`src/inc/rcc_pkg.sv`:
```
// Constants for the reset cause controller: register map, field
// positions, reset values and bus answer codes.
// Assumes a 32-bit AXI4-Lite bus with one word per register.
package rcc_pkg;
	// Register map
	localparam int          RCC_AW          = 8;
	localparam logic [7:0]  RCC_STATUS_OFS  = 8'h00;
	// Field positions of the reset cause status word
	localparam int          RCC_B_POR       = 0;
	localparam int          RCC_B_BROWNOUT  = 1;
	localparam int          RCC_B_IDLE      = 2;
	localparam int          RCC_B_SLEEP     = 3;
	localparam int          RCC_B_WATCHDOG_TIMEOUT_FLAG      = 4;
	localparam int          RCC_B_WDT_EN    = 5;
	localparam int          RCC_B_INSTR     = 6;
	localparam int          RCC_B_EXTPIN    = 7;
	localparam int          RCC_B_MAIN_REG  = 8;
	localparam int          RCC_B_CFGMIS    = 9;
	localparam int          RCC_B_FLASH_REG = 11;
	localparam int          RCC_B_ILLEGAL   = 14;
	localparam int          RCC_B_TRAP      = 15;
	// Implemented bits; 13, 12 and 10 read as zero
	localparam logic [15:0] RCC_IMPL_MASK   = 16'hCBFF;
	// Value after power-on: brown-out and power-on flags set
	localparam logic [15:0] RCC_POR_VAL     = 16'h0003;
	// Watchdog configuration that forces the watchdog on
	localparam logic [1:0]  RCC_WDT_CFG_ON  = 2'h3;
	localparam logic [2:0]  RCC_OSC_RST     = 3'h0;
	// AXI answer codes
	localparam logic [1:0]  RCC_RESP_OKAY   = 2'h0;
	localparam logic [1:0]  RCC_RESP_SLVERR = 2'h2;
endpackage

```
`src/logic/rcc_sync.sv`:
```
// Three-stage synchroniser for asynchronous pin levels.
// The output changes only once stages two and three agree.
`timescale 1ns/10ps
module rcc_sync
	import rcc_pkg::*;
#(
	parameter int         W       = 1,
	parameter logic [W-1:0] RST_VAL = '0
) (
	input  wire logic         clk,
	input  wire logic         rst_n,
	input  wire logic [W-1:0] din,
	output logic      [W-1:0] dout
);
	logic [W-1:0] s1_r;
	logic [W-1:0] s2_r;
	logic [W-1:0] s3_r;
	logic [W-1:0] q_r;
	wire  [W-1:0] agree = ~(s2_r ^ s3_r);

	// Shift chain, then take each bit once stages agree
	always_ff @(posedge clk or negedge rst_n) begin
		if (!rst_n) begin
			s1_r <= RST_VAL;
			s2_r <= RST_VAL;
			s3_r <= RST_VAL;
			q_r  <= RST_VAL;
		end else begin
			s1_r <= din;
			s2_r <= s1_r;
			s3_r <= s2_r;
			q_r  <= (agree & s3_r) | (~agree & q_r);
		end
	end

	assign dout = q_r;
endmodule

```
`src/logic/rcc_axil.sv`:
```
// AXI4-Lite slave front end: takes write address and data in either
// order, hands one write strobe and one read strobe to the register
// file, and returns its answers. One write and one read at a time.
`timescale 1ns/10ps
module rcc_axil
	import rcc_pkg::*;
(
	input  wire logic              clk,
	input  wire logic              rst_n,
	input  wire logic [RCC_AW-1:0] awaddr,
	input  wire logic              awvalid,
	output logic                   awready,
	input  wire logic [31:0]       wdata,
	input  wire logic [3:0]        wstrb,
	input  wire logic              wvalid,
	output logic                   wready,
	output logic      [1:0]        bresp,
	output logic                   bvalid,
	input  wire logic              bready,
	input  wire logic [RCC_AW-1:0] araddr,
	input  wire logic              arvalid,
	output logic                   arready,
	output logic      [31:0]       rdata,
	output logic      [1:0]        rresp,
	output logic                   rvalid,
	input  wire logic              rready,
	output logic                   wr_en,
	output logic      [RCC_AW-1:0] wr_addr,
	output logic      [31:0]       wr_data,
	output logic      [3:0]        wr_strb,
	input  wire logic              wr_ok,
	output logic                   rd_en,
	output logic      [RCC_AW-1:0] rd_addr,
	input  wire logic [31:0]       rd_data,
	input  wire logic              rd_ok
);
	logic              aw_got_r;
	logic              w_got_r;
	logic [RCC_AW-1:0] aw_addr_r;
	logic [31:0]       w_data_r;
	logic [3:0]        w_strb_r;
	logic              bvalid_r;
	logic [1:0]        bresp_r;
	logic              rvalid_r;
	logic [1:0]        rresp_r;
	logic [31:0]       rdata_r;

	// Handshake decode
	assign awready = !aw_got_r && !bvalid_r;
	assign wready  = !w_got_r && !bvalid_r;
	assign arready = !rvalid_r;
	wire   aw_hs   = awvalid && awready;
	wire   w_hs    = wvalid && wready;
	assign wr_en   = aw_got_r && w_got_r && !bvalid_r;
	assign wr_addr = aw_addr_r;
	assign wr_data = w_data_r;
	assign wr_strb = w_strb_r;
	assign rd_en   = arvalid && arready;
	assign rd_addr = araddr;
	assign bvalid  = bvalid_r;
	assign bresp   = bresp_r;
	assign rvalid  = rvalid_r;
	assign rresp   = rresp_r;
	assign rdata   = rdata_r;

	// Write channel: capture both halves, then answer
	always_ff @(posedge clk or negedge rst_n) begin
		if (!rst_n) begin
			aw_got_r  <= 1'b0;
			w_got_r   <= 1'b0;
			aw_addr_r <= '0;
			w_data_r  <= '0;
			w_strb_r  <= '0;
			bvalid_r  <= 1'b0;
			bresp_r   <= RCC_RESP_OKAY;
		end else begin
			if (aw_hs) begin
				aw_got_r  <= 1'b1;
				aw_addr_r <= awaddr;
			end
			if (w_hs) begin
				w_got_r  <= 1'b1;
				w_data_r <= wdata;
				w_strb_r <= wstrb;
			end
			if (wr_en) begin
				aw_got_r <= 1'b0;
				w_got_r  <= 1'b0;
				bvalid_r <= 1'b1;
				bresp_r  <= wr_ok ? RCC_RESP_OKAY : RCC_RESP_SLVERR;
			end else if (bvalid_r && bready) begin
				bvalid_r <= 1'b0;
			end
		end
	end

	// Read channel: data registered one cycle after address
	always_ff @(posedge clk or negedge rst_n) begin
		if (!rst_n) begin
			rvalid_r <= 1'b0;
			rresp_r  <= RCC_RESP_OKAY;
			rdata_r  <= '0;
		end else if (rd_en) begin
			rvalid_r <= 1'b1;
			rresp_r  <= rd_ok ? RCC_RESP_OKAY : RCC_RESP_SLVERR;
			rdata_r  <= rd_data;
		end else if (rvalid_r && rready) begin
			rvalid_r <= 1'b0;
		end
	end
endmodule

```
`src/logic/rcc_top.sv`:
```
// Reset cause controller: merges every reset source into one master
// system reset, records causes in a status word, and drives the
// watchdog enable, regulator sleep controls and start-up oscillator.
// Assumes RSTN is the power-on reset, pins are asynchronous and the
// other event inputs come from logic on REF_CLK.
//
// How it works
// - all sources merge into one master reset
// - any active source asserts master reset
// - every reset kind sets its cause flag
// - power-on leaves only brown-out and power-on set
// - software sets or clears flags, no reset
// - every reset loads start-up oscillator selection
// - trap conflict sets bit 15
// - illegal opcode, mode or register sets bit 14
// - bit 11 keeps flash regulator on in sleep
// - bit 8 keeps main regulator on in sleep
// - master clear pin sets bit 7
// - reset instruction sets bit 6
// - bit 5 enables watchdog unless config forces
// - watchdog time-out sets bit 4
// - sleep sets bit 3, idle sets bit 2
// - brown-out sets bit 1, power-on bit 0
// - bits 13, 12 and 10 read zero
//
// Added by the designer: the address map and the AXI4-Lite register port.
`timescale 1ns/10ps
module rcc_top
	import rcc_pkg::*;
(
	input  wire logic              REF_CLK,
	input  wire logic              RSTN,
	input  wire logic              MASTER_CLEAR_PIN_N,
	input  wire logic              BROWNOUT_DETECT,
	input  wire logic              INSTR_RESET_REQ,
	input  wire logic              WATCHDOG_TIMEOUT,
	input  wire logic              CONFIG_MISMATCH,
	input  wire logic              TRAP_CONFLICT,
	input  wire logic              ILLEGAL_OPCODE,
	input  wire logic              ILLEGAL_ADDR_MODE,
	input  wire logic              UNINIT_WREG_POINTER,
	input  wire logic              SLEEP_ENTERED,
	input  wire logic              IDLE_ENTERED,
	input  wire logic [1:0]        WATCHDOG_CONFIG_FIELD,
	input  wire logic [2:0]        STARTUP_OSCILLATOR_SELECT,
	output logic                   MASTER_SYSTEM_RESET,
	output logic [2:0]             NEW_OSCILLATOR_FIELD,
	output logic                   WATCHDOG_RUN,
	output logic                   FLASH_REGULATOR_SLEEP_ACTIVE,
	output logic                   MAIN_REGULATOR_SLEEP_ACTIVE,
	input  wire logic [RCC_AW-1:0] AWADDR,
	input  wire logic              AWVALID,
	output logic                   AWREADY,
	input  wire logic [31:0]       WDATA,
	input  wire logic [3:0]        WSTRB,
	input  wire logic              WVALID,
	output logic                   WREADY,
	output logic [1:0]             BRESP,
	output logic                   BVALID,
	input  wire logic              BREADY,
	input  wire logic [RCC_AW-1:0] ARADDR,
	input  wire logic              ARVALID,
	output logic                   ARREADY,
	output logic [31:0]            RDATA,
	output logic [1:0]             RRESP,
	output logic                   RVALID,
	input  wire logic              RREADY
);
	logic              rst_m_r;
	logic              rst_n;
	logic [1:0]        pins;
	logic              wr_en;
	logic [RCC_AW-1:0] wr_addr;
	logic [31:0]       wr_data;
	logic [3:0]        wr_strb;
	logic              rd_en;
	logic [RCC_AW-1:0] rd_addr;
	logic [15:0]       st_r;
	logic [15:0]       st_nxt;
	logic              sys_rst_r;
	logic [2:0]        osc_r;

	// Word-aligned decode of the status register
	function automatic logic rcc_hit(input logic [RCC_AW-1:0] a);
		return a[RCC_AW-1:2] == RCC_STATUS_OFS[RCC_AW-1:2];
	endfunction

	// Reset release through two flip-flops
	always_ff @(posedge REF_CLK or negedge RSTN) begin
		if (!RSTN) begin
			rst_m_r <= 1'b0;
			rst_n   <= 1'b0;
		end else begin
			rst_m_r <= 1'b1;
			rst_n   <= rst_m_r;
		end
	end

	// Pin inputs: bit 1 brown-out, bit 0 master clear (low active)
	rcc_sync #(
		.W       (2),
		.RST_VAL (2'h1)
	) u_pins (
		.clk  (REF_CLK),
		.rst_n(rst_n),
		.din  ({BROWNOUT_DETECT, MASTER_CLEAR_PIN_N}),
		.dout (pins)
	);

	// Unmapped reads return zero
	wire [15:0] rd_word = rcc_hit(rd_addr) ? (st_r & RCC_IMPL_MASK)
		: 16'h0000;

	// Register bus front end
	rcc_axil u_bus (
		.clk    (REF_CLK),
		.rst_n  (rst_n),
		.awaddr (AWADDR),
		.awvalid(AWVALID),
		.awready(AWREADY),
		.wdata  (WDATA),
		.wstrb  (WSTRB),
		.wvalid (WVALID),
		.wready (WREADY),
		.bresp  (BRESP),
		.bvalid (BVALID),
		.bready (BREADY),
		.araddr (ARADDR),
		.arvalid(ARVALID),
		.arready(ARREADY),
		.rdata  (RDATA),
		.rresp  (RRESP),
		.rvalid (RVALID),
		.rready (RREADY),
		.wr_en  (wr_en),
		.wr_addr(wr_addr),
		.wr_data(wr_data),
		.wr_strb(wr_strb),
		.wr_ok  (rcc_hit(wr_addr)),
		.rd_en  (rd_en),
		.rd_addr(rd_addr),
		.rd_data({16'h0000, rd_word}),
		.rd_ok  (rcc_hit(rd_addr))
	);

	// Reset sources and cause events
	wire ev_bor   = pins[1];
	wire ev_master_clear_pin  = !pins[0];
	wire ev_ill   = ILLEGAL_OPCODE | ILLEGAL_ADDR_MODE
		| UNINIT_WREG_POINTER;
	wire any_src  = ev_bor | ev_master_clear_pin | INSTR_RESET_REQ
		| WATCHDOG_TIMEOUT | CONFIG_MISMATCH
		| TRAP_CONFLICT | ev_ill;
	wire sw_wr    = wr_en && rcc_hit(wr_addr);
	wire [15:0] wmask = {{8{wr_strb[1]}}, {8{wr_strb[0]}}};

	// Hardware set bits, one per cause
	wire [15:0] set_v = ({15'h0000, 1'b0}
		| (16'h0001 << RCC_B_TRAP)     & {16{TRAP_CONFLICT}}
		| (16'h0001 << RCC_B_ILLEGAL)  & {16{ev_ill}}
		| (16'h0001 << RCC_B_CFGMIS)   & {16{CONFIG_MISMATCH}}
		| (16'h0001 << RCC_B_EXTPIN)   & {16{ev_master_clear_pin}}
		| (16'h0001 << RCC_B_INSTR)    & {16{INSTR_RESET_REQ}}
		| (16'h0001 << RCC_B_WATCHDOG_TIMEOUT_FLAG)     & {16{WATCHDOG_TIMEOUT}}
		| (16'h0001 << RCC_B_SLEEP)    & {16{SLEEP_ENTERED}}
		| (16'h0001 << RCC_B_IDLE)     & {16{IDLE_ENTERED}}
		| (16'h0001 << RCC_B_BROWNOUT) & {16{ev_bor}});

	// Software write merged with hardware sets; set wins
	assign st_nxt = (((sw_wr ? ((st_r & ~wmask)
		| (wr_data[15:0] & wmask)) : st_r))
		| set_v) & RCC_IMPL_MASK;

	// Status word; only power-on reset clears it
	always_ff @(posedge REF_CLK or negedge rst_n) begin
		if (!rst_n) begin
			st_r <= RCC_POR_VAL;
		end else begin
			st_r <= st_nxt;
		end
	end

	// Master reset and oscillator load on every reset
	always_ff @(posedge REF_CLK or negedge rst_n) begin
		if (!rst_n) begin
			sys_rst_r <= 1'b1;
			osc_r     <= RCC_OSC_RST;
		end else begin
			sys_rst_r <= any_src;
			if (sys_rst_r) begin
				osc_r <= STARTUP_OSCILLATOR_SELECT;
			end
		end
	end

	// Outputs
	assign MASTER_SYSTEM_RESET          = sys_rst_r;
	assign NEW_OSCILLATOR_FIELD         = osc_r;
	assign WATCHDOG_RUN                 = st_r[RCC_B_WDT_EN]
		| (WATCHDOG_CONFIG_FIELD == RCC_WDT_CFG_ON);
	assign FLASH_REGULATOR_SLEEP_ACTIVE = st_r[RCC_B_FLASH_REG];
	assign MAIN_REGULATOR_SLEEP_ACTIVE  = st_r[RCC_B_MAIN_REG];

	// Checks on the logic above
	AST_MERGE: assert property (@(posedge REF_CLK) disable iff (!rst_n)
		$past(rst_n) |-> MASTER_SYSTEM_RESET == $past(any_src))
		else $error("master reset does not follow sources");
	AST_SRC_RESET: assert property (@(posedge REF_CLK) disable iff (!rst_n)
		$rose(ev_master_clear_pin) |=> MASTER_SYSTEM_RESET [*1] ##1 1'b1)
		else $error("pin reset did not assert master reset");
	AST_CAUSE: assert property (@(posedge REF_CLK) disable iff (!rst_n)
		any_src |=> (st_r & $past(set_v)) == $past(set_v))
		else $error("reset cause flag not set");
	AST_POR_VAL: assert property (@(posedge REF_CLK) disable iff (!RSTN)
		$rose(rst_n) |-> st_r == RCC_POR_VAL)
		else $error("power-on status value wrong");
	AST_SW_WRITE: assert property (@(posedge REF_CLK) disable iff (!rst_n)
		(sw_wr && wr_strb[1:0] == 2'h3 && set_v == 16'h0000
		&& !any_src)
		|=> st_r == ($past(wr_data[15:0]) & RCC_IMPL_MASK)
		&& !MASTER_SYSTEM_RESET)
		else $error("software write not stored or caused reset");
	AST_OSC_LOAD: assert property (@(posedge REF_CLK) disable iff (!rst_n)
		sys_rst_r |=> NEW_OSCILLATOR_FIELD
		== $past(STARTUP_OSCILLATOR_SELECT))
		else $error("oscillator selection not loaded");
	AST_TRAP: assert property (@(posedge REF_CLK) disable iff (!rst_n)
		TRAP_CONFLICT |=> st_r[RCC_B_TRAP] && MASTER_SYSTEM_RESET)
		else $error("trap flag not set");
	AST_ILLEGAL: assert property (@(posedge REF_CLK) disable iff (!rst_n)
		(ILLEGAL_OPCODE || ILLEGAL_ADDR_MODE || UNINIT_WREG_POINTER)
		|=> st_r[RCC_B_ILLEGAL])
		else $error("illegal condition flag not set");
	AST_FLASH_REG: assert property (@(posedge REF_CLK) disable iff (!rst_n)
		$rose(RVALID) && RRESP == RCC_RESP_OKAY
		|-> RDATA[RCC_B_FLASH_REG] == $past(FLASH_REGULATOR_SLEEP_ACTIVE))
		else $error("flash regulator control mismatch");
	AST_CFGMIS: assert property (@(posedge REF_CLK) disable iff (!rst_n)
		CONFIG_MISMATCH |=> st_r[RCC_B_CFGMIS])
		else $error("mismatch flag not set");
	AST_MAIN_REG: assert property (@(posedge REF_CLK) disable iff (!rst_n)
		$changed(MAIN_REGULATOR_SLEEP_ACTIVE) |-> $past(sw_wr))
		else $error("main regulator control changed without write");
	AST_PIN: assert property (@(posedge REF_CLK) disable iff (!rst_n)
		ev_master_clear_pin |=> st_r[RCC_B_EXTPIN])
		else $error("pin reset flag not set");
	AST_INSTR: assert property (@(posedge REF_CLK) disable iff (!rst_n)
		INSTR_RESET_REQ |=> st_r[RCC_B_INSTR])
		else $error("instruction reset flag not set");
	AST_WDT_RUN: assert property (@(posedge REF_CLK) disable iff (!rst_n)
		WATCHDOG_CONFIG_FIELD == RCC_WDT_CFG_ON |-> WATCHDOG_RUN)
		else $error("watchdog not forced on");
	AST_WATCHDOG_TIMEOUT_FLAG: assert property (@(posedge REF_CLK) disable iff (!rst_n)
		WATCHDOG_TIMEOUT |=> st_r[RCC_B_WATCHDOG_TIMEOUT_FLAG] ##1 1'b1)
		else $error("watchdog flag not set");
	AST_WAKE: assert property (@(posedge REF_CLK) disable iff (!rst_n)
		SLEEP_ENTERED || IDLE_ENTERED
		|=> (!$past(SLEEP_ENTERED) || st_r[RCC_B_SLEEP])
		&& (!$past(IDLE_ENTERED) || st_r[RCC_B_IDLE]))
		else $error("wake flag not set");
	AST_BOR: assert property (@(posedge REF_CLK) disable iff (!rst_n)
		ev_bor |=> st_r[RCC_B_BROWNOUT])
		else $error("brown-out flag not set");
	AST_ZERO: assert property (@(posedge REF_CLK) disable iff (!rst_n)
		RVALID |-> (RDATA[15:0] & ~RCC_IMPL_MASK) == 16'h0000)
		else $error("unimplemented bits read nonzero");
	AST_STICKY: assert property (@(posedge REF_CLK) disable iff (!rst_n)
		!$past(sw_wr) |-> ($past(st_r) & ~st_r) == 16'h0000)
		else $error("flag cleared without software");

	// Idle flag, release, holds, bus answers and byte lanes
	AST_IDLE: assert property (
		@(posedge REF_CLK) disable iff (!rst_n)
		IDLE_ENTERED |=> st_r[RCC_B_IDLE])
		else $error("idle wake flag not set");
	AST_RELEASE: assert property (
		@(posedge REF_CLK) disable iff (!rst_n)
		!any_src |=> !MASTER_SYSTEM_RESET)
		else $error("master reset held without a source");
	AST_OSC_KEEP: assert property (
		@(posedge REF_CLK) disable iff (!rst_n)
		!sys_rst_r |=> $stable(NEW_OSCILLATOR_FIELD))
		else $error("oscillator field changed outside reset");
	AST_WR_ANSWER: assert property (
		@(posedge REF_CLK) disable iff (!rst_n)
		wr_en && rcc_hit(wr_addr) |=> BVALID && BRESP == RCC_RESP_OKAY)
		else $error("status write not answered okay");
	AST_UNMAP_WR: assert property (
		@(posedge REF_CLK) disable iff (!rst_n)
		wr_en && !rcc_hit(wr_addr) && set_v == 16'h0000
		|=> BRESP == RCC_RESP_SLVERR && $stable(st_r))
		else $error("unmapped write answered or stored");
	AST_UNMAP_RD: assert property (
		@(posedge REF_CLK) disable iff (!rst_n)
		$rose(RVALID) && RRESP == RCC_RESP_SLVERR |-> RDATA == 32'h0000_0000)
		else $error("unmapped read data nonzero");
	AST_UPPER: assert property (
		@(posedge REF_CLK) disable iff (!rst_n)
		RVALID |-> RDATA[31:16] == 16'h0000)
		else $error("upper read half nonzero");
	AST_ST_ZERO: assert property (
		@(posedge REF_CLK) disable iff (!rst_n)
		(st_r & ~RCC_IMPL_MASK) == 16'h0000)
		else $error("unimplemented status bit held");
	AST_FREG_HOLD: assert property (
		@(posedge REF_CLK) disable iff (!rst_n)
		$changed(FLASH_REGULATOR_SLEEP_ACTIVE) |-> $past(sw_wr))
		else $error("flash regulator control changed without write");
	AST_WDT_SOFT: assert property (
		@(posedge REF_CLK) disable iff (!rst_n)
		WATCHDOG_CONFIG_FIELD != RCC_WDT_CFG_ON
		|-> WATCHDOG_RUN == st_r[RCC_B_WDT_EN])
		else $error("watchdog run not following enable bit");
	AST_LANE: assert property (
		@(posedge REF_CLK) disable iff (!rst_n)
		sw_wr && wr_strb[1:0] == 2'h1 && set_v == 16'h0000
		|=> $stable(st_r[15:8]))
		else $error("high byte written without its strobe");
endmodule

```
`config.mk`:
```
export PLATFORM = sky130hd
export DESIGN_NAME = rcc_top
export DESIGN_NICKNAME = d
export VERILOG_FILES = /design/src/inc/rcc_pkg.sv /design/src/logic/rcc_sync.sv /design/src/logic/rcc_axil.sv /design/src/logic/rcc_top.sv
export SDC_FILE = /design/constraint.sdc
export NUM_CORES = 1
export LEC_CHECK = 0
export ABC_CLOCK_PERIOD_IN_PS = 4900
export BUFFER_PORTS_ARGS = -buffer_cell sky130_fd_sc_hd__buf_2
export CAP_MARGIN = 15
export CELL_PAD_IN_SITES_DETAIL_PLACEMENT = 0
export CELL_PAD_IN_SITES_GLOBAL_PLACEMENT = 1
export CORE_MARGIN = 2
export CORE_UTILIZATION = 30
export DETAILED_ROUTE_END_ITERATION = 10
export HOLD_SLACK_MARGIN = 0.02
export PLACE_DENSITY_LB_ADDON = 0.1
export SLEW_MARGIN = 20
export SYNTH_ARGS = -nofsm -noshare
export SYNTH_HDL_FRONTEND = slang
export SYNTH_HIERARCHICAL = 1
export SYNTH_SLANG_ARGS = --single-unit
```
`constraint.sdc`:
```
create_clock -name REF_CLK -period 4.9 [get_ports REF_CLK]
set_input_delay 0.98 -clock REF_CLK [delete_from_list [all_inputs] [get_ports REF_CLK]]
set_output_delay 0.98 -clock REF_CLK [all_outputs]
set_load 0.01 [all_outputs]
```
==> results.md <==
- Status: completed
- Top Ports: 123
- Post-route setup TNS: 0 ns
- Total grt overflow: 0
- Rel. slew slack: 32.1%
- Gates resized, CTS repair: 0
- Layout cells sized above 1: about half
- Chip Width: 113 um
- Final-stage net count: 424
- GR Layer Usage met3: 3.19%
- Initial antenna violation count: 0
- Fin cells: 497
- Met1 usage in global routing: 14.0%
- # H-tree levels: 3
- Arrival time worst endpoint: around 1.4 ns
- Critical Path Sink Type: output pin
- Largest net degree at the start of global routing: 53
- CP delay by family, top: buffers and inverters
- Critical setup path kind: input pin to output pin
- Startpoint Class: input pin
- VDD IR-drop max: 0.259 mV
- Starting density of the core: 31.1%
- Num CTS Buffers: 9
- Remaining DRCs: 0
- Critical path, cell by cell: buf_2 > a21o_1 > buf_2
- Synth Warn #: 6
- Post-CTS setup buffers: 0
- Placer Congestion: 0.682
- Fin area: roughly 0.0045 mm2
- Vias: 2130
- Clock tree buffer depth: 2
- R2r worst-path depth: 4
- Site row count: 39
- Max-cap viol count: 0
- Clock Pin Slew Worst Setup and Hold Paths: 0.06 ns
- Mapped Cells: ~240
- Inst Count DP: around 480
- Avg Cell Area, Syn: 14.9 um2
- RSZ-0062 raised after global routing: false
- Netlist Area Pre-Place: 0.00360 mm2
- Final HPWL DP: 4750 um
- TritonCTS clock tree: done
- Most frequent cells in the layout: buf_2, dfrtp_1, mux2_2
- Req. time, crit path: 3.92 ns
- Final setup fails: 0
- Post-DRT Antenna Nets: 0
- Clk sinks: between 80 and 90
- DR WL/cell: 13.8 um
- CP max-delay cell: a21o_1
- ANT cells: 0
- Drt first pass iters: 3
- P_leak: 2.17 nW
- Final wirelength: 6860 um
- Vias/cell: 4.29
- Crit Path Max Fanout: 1
- Crit path depth: 3
- Final worst path period share: 47.7%
- Top cell by count, worst path: buf_2
- Clock skew: 0.00379 ns
- Die Span Y: 113 um
- Die ar.: 0.0129 mm2
- # port buffers: 95
- Iteration-0 DRC Markers: 57
- Endpoints failing hold: 0
- CTS Hold Bufs: 0
- Clk_lat worst skew: 0.33 ns
- Worst Hold Class: flip-flop to async pin
- P per Cell Area: 471 mW/mm2
- Commonest non-fill, non-tap cell in the layout: buf_2
- Met2 Resource Use GR: 18.6%
- Max stage delay on crit path: 0.16 ns
- Area after DPL: approximately 0.0042 mm2
- Vias in the first global route: 2204
- GRT Util Overall: between 10 and 15%
- Buf/Inv on CP: 2
- Clk root buf: clkbuf_16
- Fmax: 428 MHz
- Period minus WS final: 2.34 ns
- Area Growth Syn to Fin: 24.6%
- First-pass GRT wire length: roughly 11000 um
- Slew Limit Fails: 0
- Top Usage Layer GRT: met2
- Placeable Area: 0.0116 mm2
- Worst-margin pin slew: 1.02 ns
==> per-stage QoR <==
step,utilization (%),setup slack (ns),hold slack (ns),total power (W)
2_1_floorplan,-,2.34,0.331,0.00136
3_3_place_gp,36.0,2.35,0.332,0.00145
3_5_place_dp,36.3,2.35,0.314,0.00147
4_1_cts,38.7,2.56,0.318,0.00216
5_1_grt,38.7,2.54,0.341,0.00224
6_report,38.7,2.56,0.294,0.00211
==> path summary, 6_finish.rpt <==
kind | start | end | slack (ns)
max | WATCHDOG_CONFIG_FIELD[0] | WATCHDOG_RUN | 2.56
min | rst_n | u_bus/aw_got_r | 0.29
max reg2reg | u_bus/bvalid | flip-flop | 2.95
min reg2reg | rst_n | u_bus/aw_got_r | 0.29
max in group asynchronous | rst_n | async pin | 3.93
min in group REF_CLK | u_pins/s1_r[1] | u_pins/s2_r[1] | 0.35
==> layer usage <==
metal	routed length, um	part of all wire, %
met1	2970	43
met3	323	4.7
met4	167	2.4
met5	0	0
met2	3400	50
==> state kept, by name, indices dropped and copies added, names as in the netlist, 2 cells and up, named ones only <==
signal	count
NEW_OSCILLATOR_FIELD	3
st_r	9
u_bus/rdata	32
u_bus/wr_addr	6
u_bus/wr_data	13
u_bus/wr_strb	2
u_pins/s1_r	2
u_pins/s2_r	2
u_pins/s3_r	2
==> layout make-up <==
type                            count  area, um2
Clock inverter                      1       30.0
Clock buffer                       15        258
Timing Repair Buffer               97        510
Tap cell                          143        179
Multi-Input combinational cell    150       1320
Sequential cell                    86       2160
Fill cell                        1190       7080
Inverter                            5       18.8
==> power breakdown <==
group | switching [W] | internal (W) | total, W
Sequential | 0.000118 | 0.000874 | 0.000992
Clock | 0.000258 | 0.000410 | 0.000668
Combinational | 0.000178 | 0.000274 | 0.000452
Total | 0.000554 | 0.00156 | 0.00211
Power figures use the tool's default switching activity.
